$ cat src/inc/cot_defines.svh
// Purpose: Addresses, field positions, reset values and clock taps of the carrier/interval timer block
// Assumes: Byte-wide internal memory bus with 16-bit addresses
// Notes:   Included by bare name; definitions only
`ifndef COT_DEFINES_SVH
`define COT_DEFINES_SVH

// Register addresses
`define COT_ADDR_PORT2_DIR      16'hff22
`define COT_ADDR_COUNT_A        16'hff62
`define COT_ADDR_COUNT_B        16'hff63
`define COT_ADDR_COMPARE_A      16'hff64
`define COT_ADDR_COMPARE_B      16'hff65
`define COT_ADDR_MODE_A         16'hff68
`define COT_ADDR_MODE_B         16'hff69
`define COT_ADDR_CARRIER_CTRL   16'hff6a
`define COT_ADDR_INVERT_CTRL    16'hff6b
`define COT_ADDR_CLOCK_EXT_A    16'hff6d

// Reset values
`define COT_RST_PORT2_DIR       8'hff
`define COT_RST_ZERO            8'h00

// Mode control fields (both timers)
`define COT_BIT_RUN             7
`define COT_SEL_HI              5
`define COT_SEL_LO              3
`define COT_MODE_HI             2
`define COT_MODE_LO             1
`define COT_BIT_TOE             0

// Carrier output control fields
`define COT_BIT_REMOTE          2
`define COT_BIT_NRZ_BUF         1
`define COT_BIT_NRZ             0

// Shared pin position inside port 2
`define COT_SHARED_PIN          3

// Prescaler taps (powers of two of fx)
`define COT_TAP_2               1
`define COT_TAP_4               2
`define COT_TAP_8               3
`define COT_TAP_16              4
`define COT_TAP_64              6
`define COT_TAP_256             8
`define COT_TAP_1K              10
`define COT_TAP_4K              12
`define COT_PRESC_W             12

`endif

$ cat src/inc/cot_pkg.sv
// Purpose: Types shared by the carrier/interval timer block
// Assumes: Nothing beyond SystemVerilog
// Notes:   Holds types only; numbers live in the defines header
package cot_pkg;
	// Combined mode code {A1,A0,B1,B0}
	typedef enum logic [3:0] {
		COT_MODE_DISCRETE = 4'h0,
		COT_MODE_PWM      = 4'h2,
		COT_MODE_CARRIER  = 4'h3,
		COT_MODE_CASCADE  = 4'h5
	} cot_mode_t;

	// Timer A count clock choices
	typedef enum logic [2:0] {
		COT_CLK_DIV64   = 3'h0,
		COT_CLK_DIV256  = 3'h1,
		COT_CLK_DIV16   = 3'h2,
		COT_CLK_DIVEXT  = 3'h3,
		COT_CLK_BMATCH  = 3'h4,
		COT_CLK_CARRIER = 3'h5
	} cot_a_clk_t;
endpackage

$ cat src/design/cot_carrier_timer.sv
// Purpose: Carrier/NRZ output shaping and two 8-bit interval timers
// Assumes: Byte writes and reads on the internal memory bus, one per cycle
// Notes:   The doubled clock choice of timer B runs at fx; cascade and PWM are not built
`include "cot_defines.svh"
`timescale 1ns/1ps
module cot_carrier_timer (
	input  wire logic        ref_clk,         // System clock fx
	input  wire logic        reset,           // Synchronous reset, high
	input  wire logic        clk_en,          // Freezes all state when low
	input  wire logic [15:0] mem_addr,        // Memory bus address
	input  wire logic [7:0]  mem_wdata,       // Write data
	input  wire logic        mem_wr,          // Byte write strobe
	input  wire logic        mem_rd,          // Byte read strobe
	output logic      [7:0]  mem_rdata,       // Read data, valid one cycle after mem_rd
	output logic             timer_output_pin,// Shaped timer output
	output logic      [7:0]  port2_oe_n,      // Port 2 output buffers, low drives
	output logic             irq_match_a,     // Timer A match request pulse
	output logic             irq_match_b      // Timer B match request pulse
);
	// Software-visible registers
	logic [7:0] port2_direction;       // Port 2 direction
	logic [7:0] timer_a_mode_control;  // Timer A mode
	logic [7:0] timer_b_mode_control;  // Timer B mode
	logic [7:0] compare_value_a;       // Timer A compare
	logic [7:0] compare_value_b;       // Timer B compare
	logic       timer_a_clock_extra_bit; // Timer A clock extension
	logic       remote_output_select;  // Steady high instead of carrier
	logic       nrz_next_buffer;       // Next NRZ value
	logic       nrz_active_bit;        // Active NRZ value
	logic       output_invert_bit;     // Invert timer output

	// Internal state
	logic [`COT_PRESC_W-1:0] presc;    // Free prescaler
	logic       carrier;               // Carrier clock from timer B
	logic       square;                // Discrete-mode square wave
	logic [7:0] count_a;               // Timer A counter
	logic [7:0] count_b;               // Timer B counter
	logic       match_a;               // Timer A match pulse
	logic       match_b;               // Timer B match pulse
	logic       tick_a;                // Timer A count clock
	logic       tick_b;                // Timer B count clock
	logic       next_pin;              // Next timer pin level
	logic       shaped;                // Waveform before inversion

	// Decoded controls
	cot_pkg::cot_mode_t  mode;
	cot_pkg::cot_a_clk_t sel_a;
	logic                wr_en;
	logic                toe_b;
	logic                carrier_mode;
	assign wr_en        = mem_wr && clk_en;
	assign toe_b        = timer_b_mode_control[`COT_BIT_TOE];
	assign mode         = cot_pkg::cot_mode_t'({timer_a_mode_control[`COT_MODE_HI:`COT_MODE_LO],
	                                            timer_b_mode_control[`COT_MODE_HI:`COT_MODE_LO]});
	assign carrier_mode = (mode == cot_pkg::COT_MODE_CARRIER);
	assign sel_a        = cot_pkg::cot_a_clk_t'(timer_a_mode_control[`COT_SEL_HI:`COT_SEL_LO]);

	// Tap of the prescaler: true once every 2^n cycles
	function automatic logic tap(input logic [`COT_PRESC_W-1:0] p, input int n);
		logic hit;
		hit = 1'b1;
		for (int i = 0; i < `COT_PRESC_W; i++) begin
			if (i < n) begin
				hit = hit & p[i];
			end
		end
		return hit;
	endfunction

	// Prescaler runs free so every tap stays phase-aligned
	always_ff @(posedge ref_clk) begin
		if (reset) begin
			presc <= '0;
		end else if (clk_en) begin
			presc <= presc + 1'b1;
		end
	end

	// Timer A count clock choice
	always_comb begin
		unique case (sel_a)
			cot_pkg::COT_CLK_DIV64:   tick_a = tap(presc, `COT_TAP_64);
			cot_pkg::COT_CLK_DIV256:  tick_a = tap(presc, `COT_TAP_256);
			cot_pkg::COT_CLK_DIV16:   tick_a = tap(presc, `COT_TAP_16);
			cot_pkg::COT_CLK_DIVEXT:  tick_a = timer_a_clock_extra_bit ? tap(presc, `COT_TAP_4K)
			                                                           : tap(presc, `COT_TAP_1K);
			cot_pkg::COT_CLK_BMATCH:  tick_a = match_b;
			cot_pkg::COT_CLK_CARRIER: tick_a = match_b && !carrier;
			default:                  tick_a = 1'b0; // Prohibited codes hold the count
		endcase
	end

	// Timer B count clock choice; the doubled rate falls back to fx
	always_comb begin
		unique case (timer_b_mode_control[`COT_SEL_HI:`COT_SEL_LO])
			3'h0, 3'h1: tick_b = 1'b1;
			3'h2:       tick_b = tap(presc, `COT_TAP_2);
			3'h3:       tick_b = tap(presc, `COT_TAP_4);
			3'h4:       tick_b = tap(presc, `COT_TAP_8);
			3'h5:       tick_b = tap(presc, `COT_TAP_16);
			default:    tick_b = 1'b0;
		endcase
	end

	// The two independent interval counters
	cot_counter8 #(.WIDTH(8)) u_count_a (
		.ref_clk (ref_clk),
		.reset   (reset),
		.clk_en  (clk_en),
		.run     (timer_a_mode_control[`COT_BIT_RUN]),
		.tick    (tick_a),
		.compare (compare_value_a),
		.count   (count_a),
		.match   (match_a)
	);
	cot_counter8 #(.WIDTH(8)) u_count_b (
		.ref_clk (ref_clk),
		.reset   (reset),
		.clk_en  (clk_en),
		.run     (timer_b_mode_control[`COT_BIT_RUN]),
		.tick    (tick_b),
		.compare (compare_value_b),
		.count   (count_b),
		.match   (match_b)
	);

	// Plain control registers
	always_ff @(posedge ref_clk) begin
		if (reset) begin
			port2_direction         <= `COT_RST_PORT2_DIR;
			timer_a_mode_control    <= `COT_RST_ZERO;
			timer_b_mode_control    <= `COT_RST_ZERO;
			compare_value_a         <= `COT_RST_ZERO;
			compare_value_b         <= `COT_RST_ZERO;
			timer_a_clock_extra_bit <= 1'b0;
			output_invert_bit       <= 1'b0;
		end else if (wr_en) begin
			unique case (mem_addr)
				`COT_ADDR_PORT2_DIR:    port2_direction <= mem_wdata;
				`COT_ADDR_MODE_A:       timer_a_mode_control <= mem_wdata;
				`COT_ADDR_MODE_B:       timer_b_mode_control <= mem_wdata;
				`COT_ADDR_COMPARE_A:    compare_value_a <= mem_wdata;
				`COT_ADDR_COMPARE_B:    compare_value_b <= mem_wdata;
				`COT_ADDR_CLOCK_EXT_A:  timer_a_clock_extra_bit <= mem_wdata[0];
				`COT_ADDR_INVERT_CTRL:  output_invert_bit <= mem_wdata[0];
				default: ;
			endcase
		end
	end

	// Remote select and NRZ buffer
	always_ff @(posedge ref_clk) begin
		if (reset) begin
			remote_output_select <= 1'b0;
			nrz_next_buffer      <= 1'b0;
		end else if (wr_en && mem_addr == `COT_ADDR_CARRIER_CTRL) begin
			remote_output_select <= mem_wdata[`COT_BIT_REMOTE];
			nrz_next_buffer      <= mem_wdata[`COT_BIT_NRZ_BUF];
		end
	end

	// Active NRZ: a timer A match wins over a same-cycle software write
	always_ff @(posedge ref_clk) begin
		if (reset) begin
			nrz_active_bit <= 1'b0;
		end else if (clk_en) begin
			if (match_a) begin
				nrz_active_bit <= nrz_next_buffer;
			end else if (wr_en && mem_addr == `COT_ADDR_CARRIER_CTRL && !toe_b) begin
				nrz_active_bit <= mem_wdata[`COT_BIT_NRZ];
			end
		end
	end

	// Carrier toggles on each timer B match in carrier mode, cleared when stopped
	always_ff @(posedge ref_clk) begin
		if (reset) begin
			carrier <= 1'b0;
			square  <= 1'b0;
		end else if (clk_en) begin
			if (!timer_b_mode_control[`COT_BIT_RUN]) begin
				carrier <= 1'b0;
				square  <= 1'b0;
			end else if (match_b) begin
				carrier <= carrier_mode ? !carrier : 1'b0;
				square  <= (mode == cot_pkg::COT_MODE_DISCRETE && toe_b) ? !square : 1'b0;
			end
		end
	end

	// Waveform selection, then inversion, then output gating
	always_comb begin
		if (!carrier_mode) begin
			shaped = square;
		end else if (!nrz_active_bit) begin
			shaped = 1'b0;
		end else if (remote_output_select) begin
			shaped = 1'b1;
		end else begin
			shaped = carrier;
		end
		next_pin = toe_b && (shaped ^ output_invert_bit);
	end

	// Registered pin, buffer enables and match requests
	always_ff @(posedge ref_clk) begin
		if (reset) begin
			timer_output_pin <= 1'b0;
			port2_oe_n       <= `COT_RST_PORT2_DIR;
			irq_match_a      <= 1'b0;
			irq_match_b      <= 1'b0;
		end else if (clk_en) begin
			timer_output_pin <= next_pin;
			port2_oe_n       <= port2_direction;
			irq_match_a      <= match_a;
			irq_match_b      <= match_b;
		end
	end

	// Read port; the active NRZ bit is write-only and reads zero
	always_ff @(posedge ref_clk) begin
		if (reset) begin
			mem_rdata <= `COT_RST_ZERO;
		end else if (clk_en && mem_rd) begin
			unique case (mem_addr)
				`COT_ADDR_PORT2_DIR:    mem_rdata <= port2_direction;
				`COT_ADDR_MODE_A:       mem_rdata <= timer_a_mode_control;
				`COT_ADDR_MODE_B:       mem_rdata <= timer_b_mode_control;
				`COT_ADDR_COMPARE_A:    mem_rdata <= compare_value_a;
				`COT_ADDR_COMPARE_B:    mem_rdata <= compare_value_b;
				`COT_ADDR_COUNT_A:      mem_rdata <= count_a;
				`COT_ADDR_COUNT_B:      mem_rdata <= count_b;
				`COT_ADDR_CLOCK_EXT_A:  mem_rdata <= {7'h00, timer_a_clock_extra_bit};
				`COT_ADDR_CARRIER_CTRL: mem_rdata <= {5'h00, remote_output_select, nrz_next_buffer, 1'b0};
				`COT_ADDR_INVERT_CTRL:  mem_rdata <= {7'h00, output_invert_bit};
				default:                mem_rdata <= `COT_RST_ZERO;
			endcase
		end
	end
endmodule

$ cat src/design/cot_counter8.sv
// Purpose: One interval counter with compare-match clear
// Assumes: Tick is a one-cycle enable on ref_clk
// Notes:   Interval is (compare+1) ticks; stopped counter holds zero
`timescale 1ns/1ps
module cot_counter8 #(
	parameter int WIDTH = 8
) (
	input  wire logic             ref_clk,  // System clock
	input  wire logic             reset,    // Synchronous reset, high
	input  wire logic             clk_en,   // Freezes state when low
	input  wire logic             run,      // Count enable
	input  wire logic             tick,     // Count clock pulse
	input  wire logic [WIDTH-1:0] compare,  // Compare value
	output logic      [WIDTH-1:0] count,    // Counter value
	output logic                  match     // One-cycle match pulse
);
	// Counter; stopping clears it so a restart begins from zero
	always_ff @(posedge ref_clk) begin
		if (reset) begin
			count <= '0;
		end else if (clk_en) begin
			if (!run) begin
				count <= '0;
			end else if (tick && count == compare) begin
				count <= '0;
			end else if (tick) begin
				count <= count + 1'b1;
			end
		end
	end

	// Match pulse raised with the clearing tick
	always_ff @(posedge ref_clk) begin
		if (reset) begin
			match <= 1'b0;
		end else if (clk_en) begin
			match <= run && tick && count == compare;
		end
	end
endmodule

$ cat config.mk
export PLATFORM = sky130hd
export DESIGN_NAME = cot_carrier_timer
export DESIGN_NICKNAME = d
export VERILOG_FILES = /design/src/inc/cot_pkg.sv /design/src/design/cot_carrier_timer.sv /design/src/design/cot_counter8.sv
export VERILOG_INCLUDE_DIRS = /design/src /design/src/inc
export SDC_FILE = /design/constraint.sdc
export NUM_CORES = 1
export LEC_CHECK = 0
export ABC_AREA = 1
export BUFFER_PORTS_ARGS = -buffer_cell sky130_fd_sc_hd__buf_2
export CAP_MARGIN = 10
export CORE_MARGIN = 3
export CORE_UTILIZATION = 55
export CTS_BUF_LIST = sky130_fd_sc_hd__clkbuf_2
export DETAILED_ROUTE_END_ITERATION = 16
export GPL_TIMING_DRIVEN = 0
export PLACE_DENSITY = 0.75
export RECOVER_POWER = 100
export SYNTH_ARGS = -nofsm -noshare
export SYNTH_HDL_FRONTEND = slang
export SYNTH_SLANG_ARGS = --single-unit
$ cat constraint.sdc
create_clock -name ref_clk -period 4.65 [get_ports ref_clk]
set_input_delay 0.6975 -clock ref_clk [delete_from_list [all_inputs] [get_ports ref_clk]]
set_output_delay 0.6975 -clock ref_clk [all_outputs]
set_load 0.005 [all_outputs]
==> results.tsv <==
metric	value	unit
diodes	0	
min_from	mem_wdata[3]	
drc	0	
cts_tree	yes	
met1_usage	0.3911	
post_cts_buffers	0	
min_period_over_period	0.5386	
clockBufferDepth	2	
htree_levels	3	
vias_per_cell	5.391	
ys_warn_count	0	
avgSynthCellArea	6.763	sq um
worstSetupPathType	in -> reg	
routedWlPerCell	15.54	um
largest_reg_flops	12	
worstPathRequired	5.15	ns
placed_area	5768	sq um
final-seq-area	1922	sq um
post-place-cells	970	
grt_antenna_before_repair	0	
r2r_slack	2.29	ns
met2_usage	0.4629	
cp_max_fo	10	
rsz0062_at_grt	false	
ys_ff_latch	96	
io_pins	48	
power.leakage	2.399	nW
final_area	5714	sq um
syn_area	5376	sq um
synthCells	795	
fin_total_pwr	1.386	mW
cts_buffers	9	
die-width	104.9	um
regToRegEndpoint	u_count_b.count[3]	
startpoint_type	input pin	
use_met3	0.05003	
vias	5316	
hold_viol_final	0	
critPathCaptureType	flop	
synth_nets	828	
drtPass1Iterations	5	
grt_overflow	0	
arrival	3.01	ns
hold_end	port2_direction[3]	
fin_nets	885	
drt-initial-drc-count	415	
setup_violations	0	
fin_setup_tns	0	ns
die_y	104.9	um
dpl.hpwl	11840	um
grtUsageTotal	0.2883	
pre_cts_slack	2.500	ns
design.die.area	11000	sq um
tightest_slew	0.7174	ns
ys_seq_area_frac	0.3575	
grt_max_degree	20	
grt-busiest-layer	met2	
ant_nets	0	
clkSlewWorstSetupHoldPaths	0.33	ns
fin_util	0.6097	
clock.fmax	399.2	MHz
synthArstFlopShare	0	
layoutNonFillerInstCount	986	
clock_sinks	96	
synthToLayoutAreaGrowth	6.283	%
gp_congestion	0.9807	
hold_ws	0.4110	ns
relSlewSlack	0.5217	
synth_edf_count	0	
drt-total-wl	15320	um
netlist.top_cell.by_area	dfxtp_1	
reg2reg_from	presc[0]	
std_cell_rows	35	
max_cap_viol_count	0	
drive_gt1_frac	0.1074	
r2r_cells	11	
synth_top_cell_area_share	0.3575	
grt_pass1_vias	5062	
multi_input_area	2790	sq um
fillers	987	
holdCritPathClass	in -> reg	
core_area	9371	sq um
synth.area.top_cells	dfxtp_1 (36%), nand2_1 (14%), nand3_1 (9.0%)	
status	complete, no violations	
root_buffer	clkbuf_2	
p_per_area	242.6	nW/um^2
largest_register	presc	
holdBufCountCts	0	
min_period	2.505	ns
ys.flop_type	dfxtp_1	
port_buffers	46	
post_cts_resize_count	0	
hold_depth	3	
grt_pass1_wl	25320	um
ys_types	40	
drv_slew	0	
clk-insertion-delay-late	0.60	ns
fin_ws	2.145	ns
start_util	0.5737	
skew	0.04236	ns
worst_ir_drop_vdd	0.1141	mV
critical path, stage by stage:
cell	delay, ns
clkbuf_1	0.08
inv_1	0.09
nor2_4	0.03
nand2_1	0.50
clkinvlp_2	0.35
nand2_1	0.23
nor2_1	0.09
nand3_1	0.22
clkbuf_1	0.44
nor2_1	0.09
a211oi_1	0.18
placed cells by master, fill, tap and decap left out, drive strengths merged, types with 10 or more instances in the layout:
master,n
nor2,106
nor3,10
inv,100
o21ai,26
buf,48
a211oi,27
nand2,212
dfxtp,96
a21oi,45
nand3,103
clkbuf,37
nand4,21
final cells by class:
cell class | count | share of cell area
plain buffers | 30 | 0.02452
clock buffers | 9 | 0.007883
clock inverters | 7 | 0.01204
well taps | 129 | 0.02825
inverters | 97 | 0.06394
flip-flops and latches | 96 | 0.3363
repair buffers | 46 | 0.03876
multi-input cells | 572 | 0.4883
cells in the mapped netlist, types with 5 or more instances:
library cell and instances:
xnor2_1 5, buf_2 9, a211oi_1 16, o211ai_1 5
a21oi_1 43, a211oi_2 11, nor3_1 9, clkbuf_1 13
dfxtp_1 96, nand2_4 5, nand3_1 97, nand4_1 20
nor2_4 10, inv_1 91, o21ai_0 22, nand2_1 201
nor2_1 91, nand2_2 6
power by group:
| part | switching, mW | internal, mW | leakage, nW | total (mW) |
|---|---|---|---|---|
| registers | 0.00810 | 0.835 | 0.777 | 0.843 |
| logic | 0.0822 | 0.0323 | 1.55 | 0.115 |
| clock network | 0.337 | 0.0915 | 0.0732 | 0.428 |
routing by layer:
metal	vias up	part of all wire
met4	0	0.031
met1	2380	0.46
li1	2712	-
met2	185	0.44
met5	-	0
met3	39	0.073
worst max-delay path by stage:
stage / start / end / slack (ns) / cells after the start
after floorplan: mem_addr[5] / timer_a_mode_control[5] / 2.85 / 8
after global placement: clk_en / u_count_a.match / 2.48 / 5
after detailed placement: clk_en / u_count_a.match / 2.50 / 5
after CTS: presc[0] / u_count_b.count[2] / 2.53 / 13
after global routing: mem_addr[6] / timer_b_mode_control[3] / 1.90 / 11
final: mem_addr[6] / timer_b_mode_control[3] / 2.15 / 11
logic make-up (layout without fill, tap and decap cells):
family	count (synthesis)	count (layout)	share of synthesized area
and+or+nand+nor	455	455	0.3945
buffers and inverters	127	189	0.1012
AOI/OAI and AO/OA	106	106	0.1261
DFF	96	96	0.3575
xor gates and xnor gates	7	7	0.01140
adders and majority gates	4	4	0.009309
(Power assumes the default switching activity.)
